--- config.mk ---
export PLATFORM = sky130hd
export DESIGN_NAME = sac_top
export DESIGN_NICKNAME = d
export VERILOG_FILES = /design/src/sac_blank_timer.v /design/src/sac_top.v
export VERILOG_INCLUDE_DIRS = /design/src
export SDC_FILE = /design/constraint.sdc
export NUM_CORES = 1
export LEC_CHECK = 0
export BUFFER_PORTS_ARGS = -buffer_cell sky130_fd_sc_hd__buf_4
export CORE_ASPECT_RATIO = 1.4
export CORE_MARGIN = 10
export CORE_UTILIZATION = 60
export CTS_CLUSTER_SIZE = 40
export DETAILED_ROUTE_END_ITERATION = 10
export PLACE_DENSITY = 0.79
export RECOVER_POWER = 50
export SKIP_LAST_GASP = 1
export SYNTH_ARGS = -nofsm -noshare
export SYNTH_HDL_FRONTEND = slang
export SYNTH_HIERARCHICAL = 1
export SYNTH_SLANG_ARGS = --single-unit
--- constraint.sdc ---
create_clock -name clock_i -period 3.5 [get_ports clock_i]
set_clock_uncertainty 0.05 [all_clocks]
set_input_delay 0.35 -clock clock_i [delete_from_list [all_inputs] [get_ports clock_i]]
set_output_delay 0.35 -clock clock_i [all_outputs]
set_load 0.01 [all_outputs]
--- src/sac_regs.vh ---
// register offsets, field positions, reset values and timing counts
`ifndef SAC_REGS_VH
`define SAC_REGS_VH
// register offsets on the serial control port (7-bit address)
`define SAC_ADDR_STATUS      7'h01
`define SAC_ADDR_CTRL        7'h0d
`define SAC_ADDR_HS_DRIVE    7'h0e
`define SAC_ADDR_LS_DRIVE    7'h0f
// amplifier control fields
`define SAC_SH_EN_BIT        7
`define SAC_BLK_SEL_BIT      6
`define SAC_BLK_MSB          5
`define SAC_BLK_LSB          3
`define SAC_DIV_BIT          2
`define SAC_GAIN_MSB         1
`define SAC_GAIN_LSB         0
`define SAC_BLK_OFF          3'h0
// reset values
`define SAC_CTRL_RST         8'h01
`define SAC_DRIVE_RST        8'h00
// serial frame layout
`define SAC_FRAME_BITS       5'h10
`define SAC_CMD_BITS         5'h08
`define SAC_RW_BIT           15
// timing: clock rate and gate drive time
`define SAC_CLK_MHZ          100
`define SAC_DRV_TIME_NS      4000
`define SAC_DRV_CYCLES       ((`SAC_DRV_TIME_NS * `SAC_CLK_MHZ) / 1000)
`endif

--- src/sac_blank_timer.v ---
// blanking window and gate drive time supervision
`timescale 1ns/1ps
`default_nettype none
`include "sac_regs.vh"
module sac_blank_timer #(
  parameter DRV_CYCLES = `SAC_DRV_CYCLES,
  parameter CW         = 16
) (
  input  wire          clock_i,
  input  wire          srst_i,
  input  wire          hb1_switch_i,
  input  wire          hb2_switch_i,
  input  wire          source_sel_i,
  input  wire [2:0]    length_code_i,
  input  wire          gate_settled_i,
  output reg           blanking_o,
  output reg           amp_update_o,
  output reg           gate_fault_o
);
  localparam [CW-1:0]  DRV = DRV_CYCLES[CW-1:0];
  localparam [CW+2:0]  DRV_W = {3'h0, DRV};

  reg  [CW-1:0] blank_cnt_q;
  reg  [CW-1:0] drive_cnt_q;
  wire          trig;
  wire [CW+2:0] len_prod;
  wire [CW-1:0] len_cyc;

  // code n gives (n+1) eighths of the drive time, 1 gives 2/8 = 25 %
  assign trig     = source_sel_i ? hb2_switch_i : hb1_switch_i;
  // four-bit sum so code 7 yields eight eighths instead of wrapping to zero
  assign len_prod = DRV_W * {{(CW-1){1'b0}}, {1'b0, length_code_i} + 4'h1};
  assign len_cyc  = len_prod[CW+2:3];

  // blanking counter, restarted by every event of the chosen bridge while the length code is not off
  always @(posedge clock_i) begin
    if (srst_i) begin
      blank_cnt_q  <= {CW{1'b0}};
      blanking_o   <= 1'b0;
      amp_update_o <= 1'b1;
    end else if (trig && length_code_i != `SAC_BLK_OFF) begin
      blank_cnt_q  <= len_cyc - {{(CW-1){1'b0}}, 1'b1};
      blanking_o   <= 1'b1;
      amp_update_o <= 1'b0;
    end else begin
      if (blank_cnt_q != {CW{1'b0}})
        blank_cnt_q <= blank_cnt_q - {{(CW-1){1'b0}}, 1'b1};
      // output updates resume once the window has run out
      blanking_o   <= (blank_cnt_q != {CW{1'b0}});
      amp_update_o <= (blank_cnt_q == {CW{1'b0}});
    end
  end

  // drive time supervision: gate must settle before the timer expires
  always @(posedge clock_i) begin
    if (srst_i) begin
      drive_cnt_q  <= {CW{1'b0}};
      gate_fault_o <= 1'b0;
    end else begin
      gate_fault_o <= 1'b0;
      if (hb1_switch_i)
        drive_cnt_q <= DRV;
      else if (drive_cnt_q != {CW{1'b0}}) begin
        if (gate_settled_i)
          drive_cnt_q <= {CW{1'b0}};
        else begin
          drive_cnt_q <= drive_cnt_q - {{(CW-1){1'b0}}, 1'b1};
          if (drive_cnt_q == {{(CW-1){1'b0}}, 1'b1})
            gate_fault_o <= 1'b1;
        end
      end
    end
  end
endmodule // sac_blank_timer
`default_nettype wire

--- src/sac_top.v ---
// shunt amplifier control register with serial port and blanking
// Summary of operation
// - eight-bit read/write amplifier control register at 0xd, resets to 0x01.
// - bit 7 enables amplifier sample-and-hold; resets to zero.
// - bit 6 picks blanking trigger: zero first, one second half-bridge.
// - bits 5..3 set blanking length; 000 off, 001..111 give 25..100 percent.
// - bit 2 picks reference: zero half, one eighth of analogue supply.
// - bits 1..0 set gain 10, 20, 40, 80; resets to 01.
// - serial variant sets drive currents per side; pin variant sets both.
// - gate fault when gate does not settle within the drive time after a first half-bridge event.
`timescale 1ns/1ps
`default_nettype none
`include "sac_regs.vh"
module sac_top #(
  parameter SERIAL_VARIANT = 1,
  parameter DRV_CYCLES     = `SAC_DRV_CYCLES
) (
  input  wire       clock_i,
  input  wire       srst_i,
  input  wire       spi_sclk_i,
  input  wire       spi_sdi_i,
  input  wire       spi_cs_n_i,
  output reg        spi_sdo_o,
  output reg        spi_sdo_oe_o,
  input  wire [3:0] drive_current_pin_i,
  input  wire       gate_settled_i,
  input  wire       hb1_switch_i,
  input  wire       hb2_switch_i,
  output reg        sample_hold_enable_o,
  output reg        blanking_source_select_o,
  output reg  [2:0] blanking_length_o,
  output reg        reference_divider_select_o,
  output reg  [1:0] amplifier_gain_code_o,
  output reg  [3:0] hs_source_drive_current_o,
  output reg  [3:0] hs_sink_drive_current_o,
  output reg  [3:0] ls_source_drive_current_o,
  output reg  [3:0] ls_sink_drive_current_o,
  output wire       blanking_o,
  output wire       amp_update_o,
  output reg        gate_fault_o
);
  localparam NS = 8; // cs, sclk, sdi, settled, four drive pins

  reg  [NS-1:0] s1_q;
  reg  [NS-1:0] s2_q;
  reg  [NS-1:0] s3_q;
  reg  [NS-1:0] filt_q;
  reg  [NS-1:0] filt_prev_q;
  reg  [7:0]    ctrl_q;
  reg  [7:0]    hs_drv_q;
  reg  [7:0]    ls_drv_q;
  reg  [15:0]   shift_q;
  reg  [7:0]    rd_q;
  reg  [4:0]    bit_cnt_q;
  wire [NS-1:0] raw;
  wire          cs_n;
  wire          sclk_rise;
  wire          sclk_fall;
  wire          cs_fall;
  wire          cs_rise;
  wire [6:0]    rx_addr;
  wire          frame_ok;
  wire          do_write;
  wire          read_status;
  wire          fault_evt;

  // read decode; unmapped addresses answer zero
  function [7:0] rd_mux;
    input [6:0] a;
    input [7:0] c;
    input [7:0] h;
    input [7:0] l;
    input       f;
    begin
      case (a)
        `SAC_ADDR_CTRL:     rd_mux = c;
        `SAC_ADDR_HS_DRIVE: rd_mux = h;
        `SAC_ADDR_LS_DRIVE: rd_mux = l;
        `SAC_ADDR_STATUS:   rd_mux = {7'h00, f};
        default:            rd_mux = 8'h00;
      endcase
    end
  endfunction

  assign raw = {drive_current_pin_i, gate_settled_i, spi_sdi_i,
                spi_sclk_i, spi_cs_n_i};

  // pin synchronisers: a change counts once stages two and three agree
  genvar g;
  generate
    for (g = 0; g < NS; g = g + 1) begin : g_sync
      always @(posedge clock_i) begin
        if (srst_i) begin
          s1_q[g]        <= (g == 0);
          s2_q[g]        <= (g == 0);
          s3_q[g]        <= (g == 0);
          filt_q[g]      <= (g == 0);
          filt_prev_q[g] <= (g == 0);
        end else begin
          s1_q[g]        <= raw[g];
          s2_q[g]        <= s1_q[g];
          s3_q[g]        <= s2_q[g];
          if (s2_q[g] == s3_q[g])
            filt_q[g] <= s3_q[g];
          filt_prev_q[g] <= filt_q[g];
        end
      end
    end
  endgenerate

  assign cs_n        = filt_q[0];
  assign sclk_rise   = filt_q[1] & ~filt_prev_q[1] & ~cs_n;
  assign sclk_fall   = ~filt_q[1] & filt_prev_q[1] & ~cs_n;
  assign cs_fall     = ~cs_n & filt_prev_q[0];
  assign cs_rise     = cs_n & ~filt_prev_q[0];
  assign rx_addr     = shift_q[14:8];
  // partial or overlong frames are dropped whole
  assign frame_ok    = cs_rise && bit_cnt_q == `SAC_FRAME_BITS;
  assign do_write    = frame_ok && !shift_q[`SAC_RW_BIT];
  assign read_status = frame_ok && shift_q[`SAC_RW_BIT] &&
                       rx_addr == `SAC_ADDR_STATUS;

  // serial shifter: sample on rising sclk, present on falling sclk
  always @(posedge clock_i) begin
    if (srst_i) begin
      shift_q      <= 16'h0000;
      rd_q         <= 8'h00;
      bit_cnt_q    <= 5'h00;
      spi_sdo_o    <= 1'b0;
      spi_sdo_oe_o <= 1'b0;
    end else begin
      spi_sdo_oe_o <= ~cs_n;
      // a deselected port shows a quiet low, not the last data bit
      if (cs_n)
        spi_sdo_o <= 1'b0;
      else if (cs_fall) begin
        bit_cnt_q <= 5'h00;
        spi_sdo_o <= 1'b0;
      end else if (sclk_rise) begin
        shift_q <= {shift_q[14:0], filt_q[2]};
        if (bit_cnt_q != 5'h1f)
          bit_cnt_q <= bit_cnt_q + 5'h01;
        // address complete after the eighth bit: latch read data
        if (bit_cnt_q == `SAC_CMD_BITS - 5'h01)
          rd_q <= rd_mux({shift_q[5:0], filt_q[2]}, ctrl_q, hs_drv_q,
                         ls_drv_q, gate_fault_o);
      end else if (sclk_fall && bit_cnt_q >= `SAC_CMD_BITS &&
                   bit_cnt_q < `SAC_FRAME_BITS) begin
        spi_sdo_o <= rd_q[7];
        rd_q      <= {rd_q[6:0], 1'b0};
      end
    end
  end

  // amplifier control register, written when a whole frame ends
  always @(posedge clock_i) begin
    if (srst_i)
      ctrl_q <= `SAC_CTRL_RST;
    else if (do_write && rx_addr == `SAC_ADDR_CTRL)
      ctrl_q <= shift_q[7:0];
  end

  // drive current settings; pin variants ignore serial writes
  always @(posedge clock_i) begin
    if (srst_i) begin
      hs_drv_q <= `SAC_DRIVE_RST;
      ls_drv_q <= `SAC_DRIVE_RST;
    end else if (SERIAL_VARIANT == 0) begin
      hs_drv_q <= {filt_q[7:4], filt_q[7:4]};
      ls_drv_q <= {filt_q[7:4], filt_q[7:4]};
    end else if (do_write) begin
      if (rx_addr == `SAC_ADDR_HS_DRIVE)
        hs_drv_q <= shift_q[7:0];
      if (rx_addr == `SAC_ADDR_LS_DRIVE)
        ls_drv_q <= shift_q[7:0];
    end
  end

  // field outputs straight from flops, one cycle behind the register
  always @(posedge clock_i) begin
    if (srst_i) begin
      sample_hold_enable_o       <= 1'b0;
      blanking_source_select_o   <= 1'b0;
      blanking_length_o          <= 3'h0;
      reference_divider_select_o <= 1'b0;
      amplifier_gain_code_o      <= 2'h1;
      hs_source_drive_current_o  <= 4'h0;
      hs_sink_drive_current_o    <= 4'h0;
      ls_source_drive_current_o  <= 4'h0;
      ls_sink_drive_current_o    <= 4'h0;
    end else begin
      sample_hold_enable_o       <= ctrl_q[`SAC_SH_EN_BIT];
      blanking_source_select_o   <= ctrl_q[`SAC_BLK_SEL_BIT];
      blanking_length_o          <= ctrl_q[`SAC_BLK_MSB:`SAC_BLK_LSB];
      reference_divider_select_o <= ctrl_q[`SAC_DIV_BIT];
      amplifier_gain_code_o      <= ctrl_q[`SAC_GAIN_MSB:`SAC_GAIN_LSB];
      hs_source_drive_current_o  <= hs_drv_q[7:4];
      hs_sink_drive_current_o    <= hs_drv_q[3:0];
      ls_source_drive_current_o  <= ls_drv_q[7:4];
      ls_sink_drive_current_o    <= ls_drv_q[3:0];
    end
  end

  // sticky gate fault; a new fault beats the read-clear
  always @(posedge clock_i) begin
    if (srst_i)
      gate_fault_o <= 1'b0;
    else if (fault_evt)
      gate_fault_o <= 1'b1;
    else if (read_status)
      gate_fault_o <= 1'b0;
  end

  // timer works off the live register so blanking follows writes at once
  sac_blank_timer #(
    .DRV_CYCLES     (DRV_CYCLES)
  ) u_blank (
    .clock_i        (clock_i),
    .srst_i         (srst_i),
    .hb1_switch_i   (hb1_switch_i),
    .hb2_switch_i   (hb2_switch_i),
    .source_sel_i   (ctrl_q[`SAC_BLK_SEL_BIT]),
    .length_code_i  (ctrl_q[`SAC_BLK_MSB:`SAC_BLK_LSB]),
    .gate_settled_i (filt_q[3]),
    .blanking_o     (blanking_o),
    .amp_update_o   (amp_update_o),
    .gate_fault_o   (fault_evt)
  );
endmodule // sac_top
`default_nettype wire

# Word-level counts from Yosys, hierarchy flattened
# Index checks and enable logic that the tools add are counted.
[totals]
output_inout_bits = 29
ff_bits = 133
inputBits = 12
[op_classes]
eq_ne = 17
n_reduce_logical = 28
n_mux = 18
n_mul = 1
magnitude_cmp = 2
n_addsub = 5
bitwise = 13
[op_table]
columns = ["op", "n"]
rows = [
  ["16-bit 2-to-1 mux", 3],
  ["7-bit by 4-bit equality test with 1-bit output (second input constant)", 6],
  ["8-bit one-hot mux with 4 select lines", 1],
  ["16-bit nonzero test", 2],
  ["16-bit by 1-bit subtractor with 16-bit output (second input constant)", 2],
  ["8-bit 2-to-1 mux", 3],
  ["9-bit 2-to-1 mux", 2],
  ["16-bit by 1-bit equality test with 1-bit output (second input constant)", 1],
  ["16-bit zero test", 1],
  ["5-bit 2-to-1 mux", 3],
  ["7-bit by 1-bit equality test with 1-bit output (second input constant)", 2],
  ["2-bit nonzero test", 6],
  ["10-bit by 1-bit subtractor with 11-bit output (second input constant)", 1],
  ["5-bit by 4-bit multiplier with 9-bit output (first input constant)", 1],
  ["1-bit logical AND", 8],
  ["1-bit NOT", 7],
  ["1-bit bitwise AND", 6],
  ["1-bit 2-to-1 mux", 6],
  ["2-bit AND reduction", 3],
  ["3-bit AND reduction", 2],
  ["5-bit by 1-bit adder with 5-bit output (second input constant)", 1],
  ["5-bit by 3-bit equality test with 1-bit output (second input constant)", 1],
  ["5-bit equality test (second input constant)", 1],
  ["5-bit by 4-bit greater-or-equal comparator with 1-bit output (second input constant)", 1],
  ["11 further kinds", 14],
]

# Longest topological paths before layout
[logic_depth]
ltp_word = 7
ltp_mapped = 12
mapped_depth_nobuf = 11

# Hierarchy
# Netlist, hierarchy kept.
[modules_own_cells]
columns = ["mod", "area_each_um2", "seq_area_each_um2", "instances", "cells_per_inst"]
rows = [
  ["sac_top", 3728.6, 1961.9, 1, 401],
  ["sac_blank_timer", 2160.8, 700.7, 1, 256],
]

# Least setup slack after synthesis
# No wires, ideal clock.
[synth_timing]
path_kind = "register -> register"
start = "reg ctrl_q[4]"
end = "reg u_blank.blank_cnt_q[9]"
setup_slack_ns = 0.809
required_ns = 3.330
stages_incl_launch_ff = 13
synth_period_minus_slack_ns = 2.691
arrival_ns = 2.522
cell_sequence = "dfxtp_1 ha_1 clkbuf_1 xnor2_1 ha_1 inv_1 ha_1 ha_1 a211o_1 a21oi_1 o21bai_1 a21oi_1 o31a_1"
[synth_between]
elab_chain_cells = 4
[synth_lines]
columns = ["element", "line_no", "text"]
rows = [
  ["start: declaration", "sac_top.v:49", "reg [7:0] ctrl_q;"],
  ["start signal: assignment", "sac_top.v:158", "ctrl_q <= `SAC_CTRL_RST;"],
  ["start signal: assignment", "sac_top.v:160", "ctrl_q <= shift_q[7:0];"],
  ["3-bit by 1-bit adder with 4-bit output", "sac_blank_timer.v:32", "assign len_prod = DRV_W * {{(CW-1){1'b0}}, {1'b0, length_code_i} + 4'h1};"],
  ["5-bit by 4-bit multiplier with 9-bit output", "sac_blank_timer.v:32", ""],
  ["10-bit by 1-bit subtractor with 11-bit output", "sac_blank_timer.v:42", "blank_cnt_q <= len_cyc - {{(CW-1){1'b0}}, 1'b1};"],
  ["16-bit 2-to-1 mux", "sac_blank_timer.v:41", "end else if (trig && length_code_i != `SAC_BLK_OFF) begin"],
  ["end signal: assignment", "sac_blank_timer.v:38", "blank_cnt_q <= {CW{1'b0}};"],
  ["end signal: assignment", "sac_blank_timer.v:42", ""],
  ["end signal: assignment", "sac_blank_timer.v:47", "blank_cnt_q <= blank_cnt_q - {{(CW-1){1'b0}}, 1'b1};"],
  ["end: declaration", "sac_blank_timer.v:23", "reg [CW-1:0] blank_cnt_q;"],
]
# Parallel ways exist; a longest one is shown, timed or not.
# A chain may end at the register's enable or synchronous reset.

# Worst setup path after layout
[layout_timing]
start = "reg ctrl_q[3]"
end = "reg u_blank.blank_cnt_q[12]"
# The elaborated chain is that of the path after synthesis.

==> impl_metrics.json <==
{
  "numPortBuffers": 36,
  "setup_slack_ps": 391,
  "cts_setup_buffers": 0,
  "grt_max_degree": 93,
  "dp_hpwl_um": 8930,
  "async_reset_ff_share_pct": 0,
  "maxSlewHeadroom_pct": -10.3,
  "cap_violations": 1,
  "start_util_pct": 61.9,
  "critPathLaunchType": "flop",
  "routed-via-count": 4767,
  "post-place-ws_ps": 455,
  "die_y_um": 137,
  "drive_gt1_share_pct": 10.1,
  "diodes": 0,
  "syn-num-nets": 683,
  "path_clk_slew_ps": 60,
  "cts.path.max_buffers": 2,
  "dieArea_um2": 14200,
  "drt_iter0_markers": 313,
  "clock_latency_ps": 410,
  "syn-cell-area_um2": 5890,
  "core_um2": 9510,
  "setup_viol": 0,
  "ant_nets": 0,
  "nets": 707,
  "finalCritPeriodShare_pct": 88.8,
  "arrival_ps": 3400,
  "cts-resized-gates": 0,
  "wl_um": 13100,
  "rsz0062_at_grt": "no",
  "max_freq_ghz": 0.322,
  "synthTopCellsByArea": "dfxtp_1 45%, a21oi_1 5.0%, nand2_1 4.0%",
  "cp_max_fo": 9,
  "ys_seq_elements": 133,
  "wire_per_inst_um": 15.8,
  "end_kind": "flop",
  "irDropWorstVdd_mv": 0.402,
  "tritoncts_num_sinks": 133,
  "yosysSeqAreaShare_pct": 45.2,
  "std_cell_rows": 42,
  "cts_hold_buf": 0,
  "first_pass_iters": 5,
  "required_ps": 3790,
  "status": "finished, violations left",
  "num_io_pins": 41,
  "syn_to_final_growth_pct": 13.8,
  "postSynthAreaPerCell_um2": 8.96,
  "gr-total-overflow": 0,
  "gp_congestion": 0.883,
  "hp-class": "primary input to flop",
  "power-per-cell-area_nw_per_um2": 646,
  "holdWs_ps": 69.2,
  "synthTopCellsByCount": "133 x dfxtp_1, 63 x nand2_1, 59 x a21oi_1",
  "ys.warnings.count": 6,
  "synth_edf_count": 0,
  "worst_pin_slew_ps": 1650,
  "synth_flop_cell": "dfxtp_1",
  "layout_min_cycle_time_ps": 3110,
  "grt.total_usage_pct": 18.2,
  "hold_violations": 0,
  "drc": 0,
  "numCtsBuffers": 17,
  "antenna_found_initial": 0,
  "violations": "max-capacitance violations, max-slew violations",
  "setup_tns_ps": 0,
  "cts_tree": "built",
  "clock-root-buffer": "clkbuf_16",
  "die_w_um": 104,
  "final_max_slew_viol_count": 93,
  "vias_per_cell": 5.78,
  "synth.distinct_cells": 71,
  "grt_pass1_wl_um": 21700,
  "syn-instance-count": 657,
  "yosysTopAreaCell": "dfxtp_1",
  "worstSetupPathType": "flop to flop",
  "yosysTopAreaCellShare_pct": 45.2,
  "htreeDepth": 4,
  "grt_pass1_vias": 4628,
  "synth.most_common_cell": "dfxtp_1",
  "leakagePower_uw": 0.00250
}
worst paths after layout:
| check | startpoint | endpoint | slack, ps | cells after the start |
|---|---|---|---|---|
| min | spi_cs_n_i | s1_q[0] | 70 | 2 |
| max reg2reg | ctrl_q[3] | u_blank/blank_cnt_q[12] | 390 | 9 |
| min reg2reg | s1_q[0] | s2_q[0] | 370 | 1 |
| max | ctrl_q[3] | u_blank/blank_cnt_q[12] | 390 | 9 |
cell type report:
type                            count  area, µm²
Inverter                           33        124
Timing Repair Buffer               39        181
Sequential cell                   133       2660
Clock inverter                     12        176
Fill cell                         757       2810
Multi-Input combinational cell    457       2950
Tap cell                          132        165
Clock buffer                       19        443
critical path: stages (launching register included):
cell,delay (ps)
dfxtp_1,560
inv_1,180
ha_1,440
inv_1,130
ha_1,350
and3_1,190
a311o_1,340
xnor2_1,270
nand4_1,320
a21oi_1,220
per-layer routing:
metal  vias up  routed length [µm]  global-route usage, %
met5         -                   0                      0
met4         0                 375                   9.30
met3        33                 558                   3.97
met2       127                6610                   32.4
met1      2257                5520                   20.2
li1       2350                   -                      -
flip-flops by register name, indices dropped and copies added, names as in the netlist, 5 cells and up:
name and count:
ls_drv_q 8, shift_q 16, hs_drv_q 8, u_blank/blank_cnt_q 16
bit_cnt_q 5, rd_q 8, ctrl_q 8, u_blank/drive_cnt_q 16
layout by cell type, fill, tap and decap left out, types with 3 or more instances in the layout:
| master | Yosys | routed |
|---|---|---|
| dfxtp_1 | 133 | 133 |
| nand2_1 | 63 | 63 |
| a21oi_1 | 59 | 59 |
| nor2_1 | 40 | 40 |
| inv_1 | 33 | 33 |
| clkbuf_1 | 24 | 30 |
| nor2b_1 | 29 | 29 |
| o21ai_0 | 28 | 28 |
| nand3_1 | 18 | 18 |
| clkbuf_16 | 0 | 17 |
| nand2b_1 | 16 | 16 |
| nor3_1 | 16 | 16 |
| xnor2_1 | 16 | 16 |
| ha_1 | 14 | 14 |
| mux2i_1 | 12 | 12 |
| xor2_1 | 11 | 11 |
| a211oi_1 | 9 | 9 |
| buf_4 | 0 | 9 |
| o31ai_1 | 8 | 8 |
| mux2_2 | 8 | 8 |
| a221oi_1 | 8 | 8 |
| and3_1 | 7 | 7 |
| a22o_1 | 7 | 7 |
| nand4_1 | 7 | 7 |
| or2_2 | 6 | 6 |
| nand4b_1 | 5 | 5 |
| nor4_1 | 5 | 5 |
| o21a_1 | 5 | 5 |
| nand3b_1 | 4 | 4 |
| o31a_1 | 4 | 4 |
| bufinv_16 | 0 | 4 |
| or3_1 | 3 | 3 |
| nor4b_1 | 3 | 3 |
| o21ai_1 | 3 | 3 |
| inv_6 | 0 | 3 |
| clkinv_2 | 0 | 3 |
power by group:
group	leakage (µW)	total (µW)	switching, µW	internal, µW
logic	0.00112	740	415	325
registers	0.00108	1720	97.8	1630
clock network	0.000300	1870	657	1210
cell families (layout without fill, tap and decap cells):
logic type,after synthesis,count (layout),share of synthesized area (%)
xor+xnor,28,28,4.40
fa+ha+maj,14,14,2.97
flops,133,133,45.2
simple gates,239,239,22.0
buf+inv,67,103,4.74
other cells,1,1,0.0637
compound gates,155,155,17.0
mux,20,20,3.57
stage by stage:
step / total power (µW) / utilization (%) / cell area [µm²] / std cells
6_report: 4330 / 70.4 / 6700 / 825
5_1_grt: 4540 / 70.4 / 6700 / 825
4_1_cts: 4340 / 71.5 / 6800 / 824
3_5_place_dp: 2490 / 65.0 / 6180 / 793
3_3_place_gp: 2450 / 65.0 / 6180 / 793
2_1_floorplan: 2340 / - / 5890 / 657
Note: power is estimated with default switching activity, not from simulation.
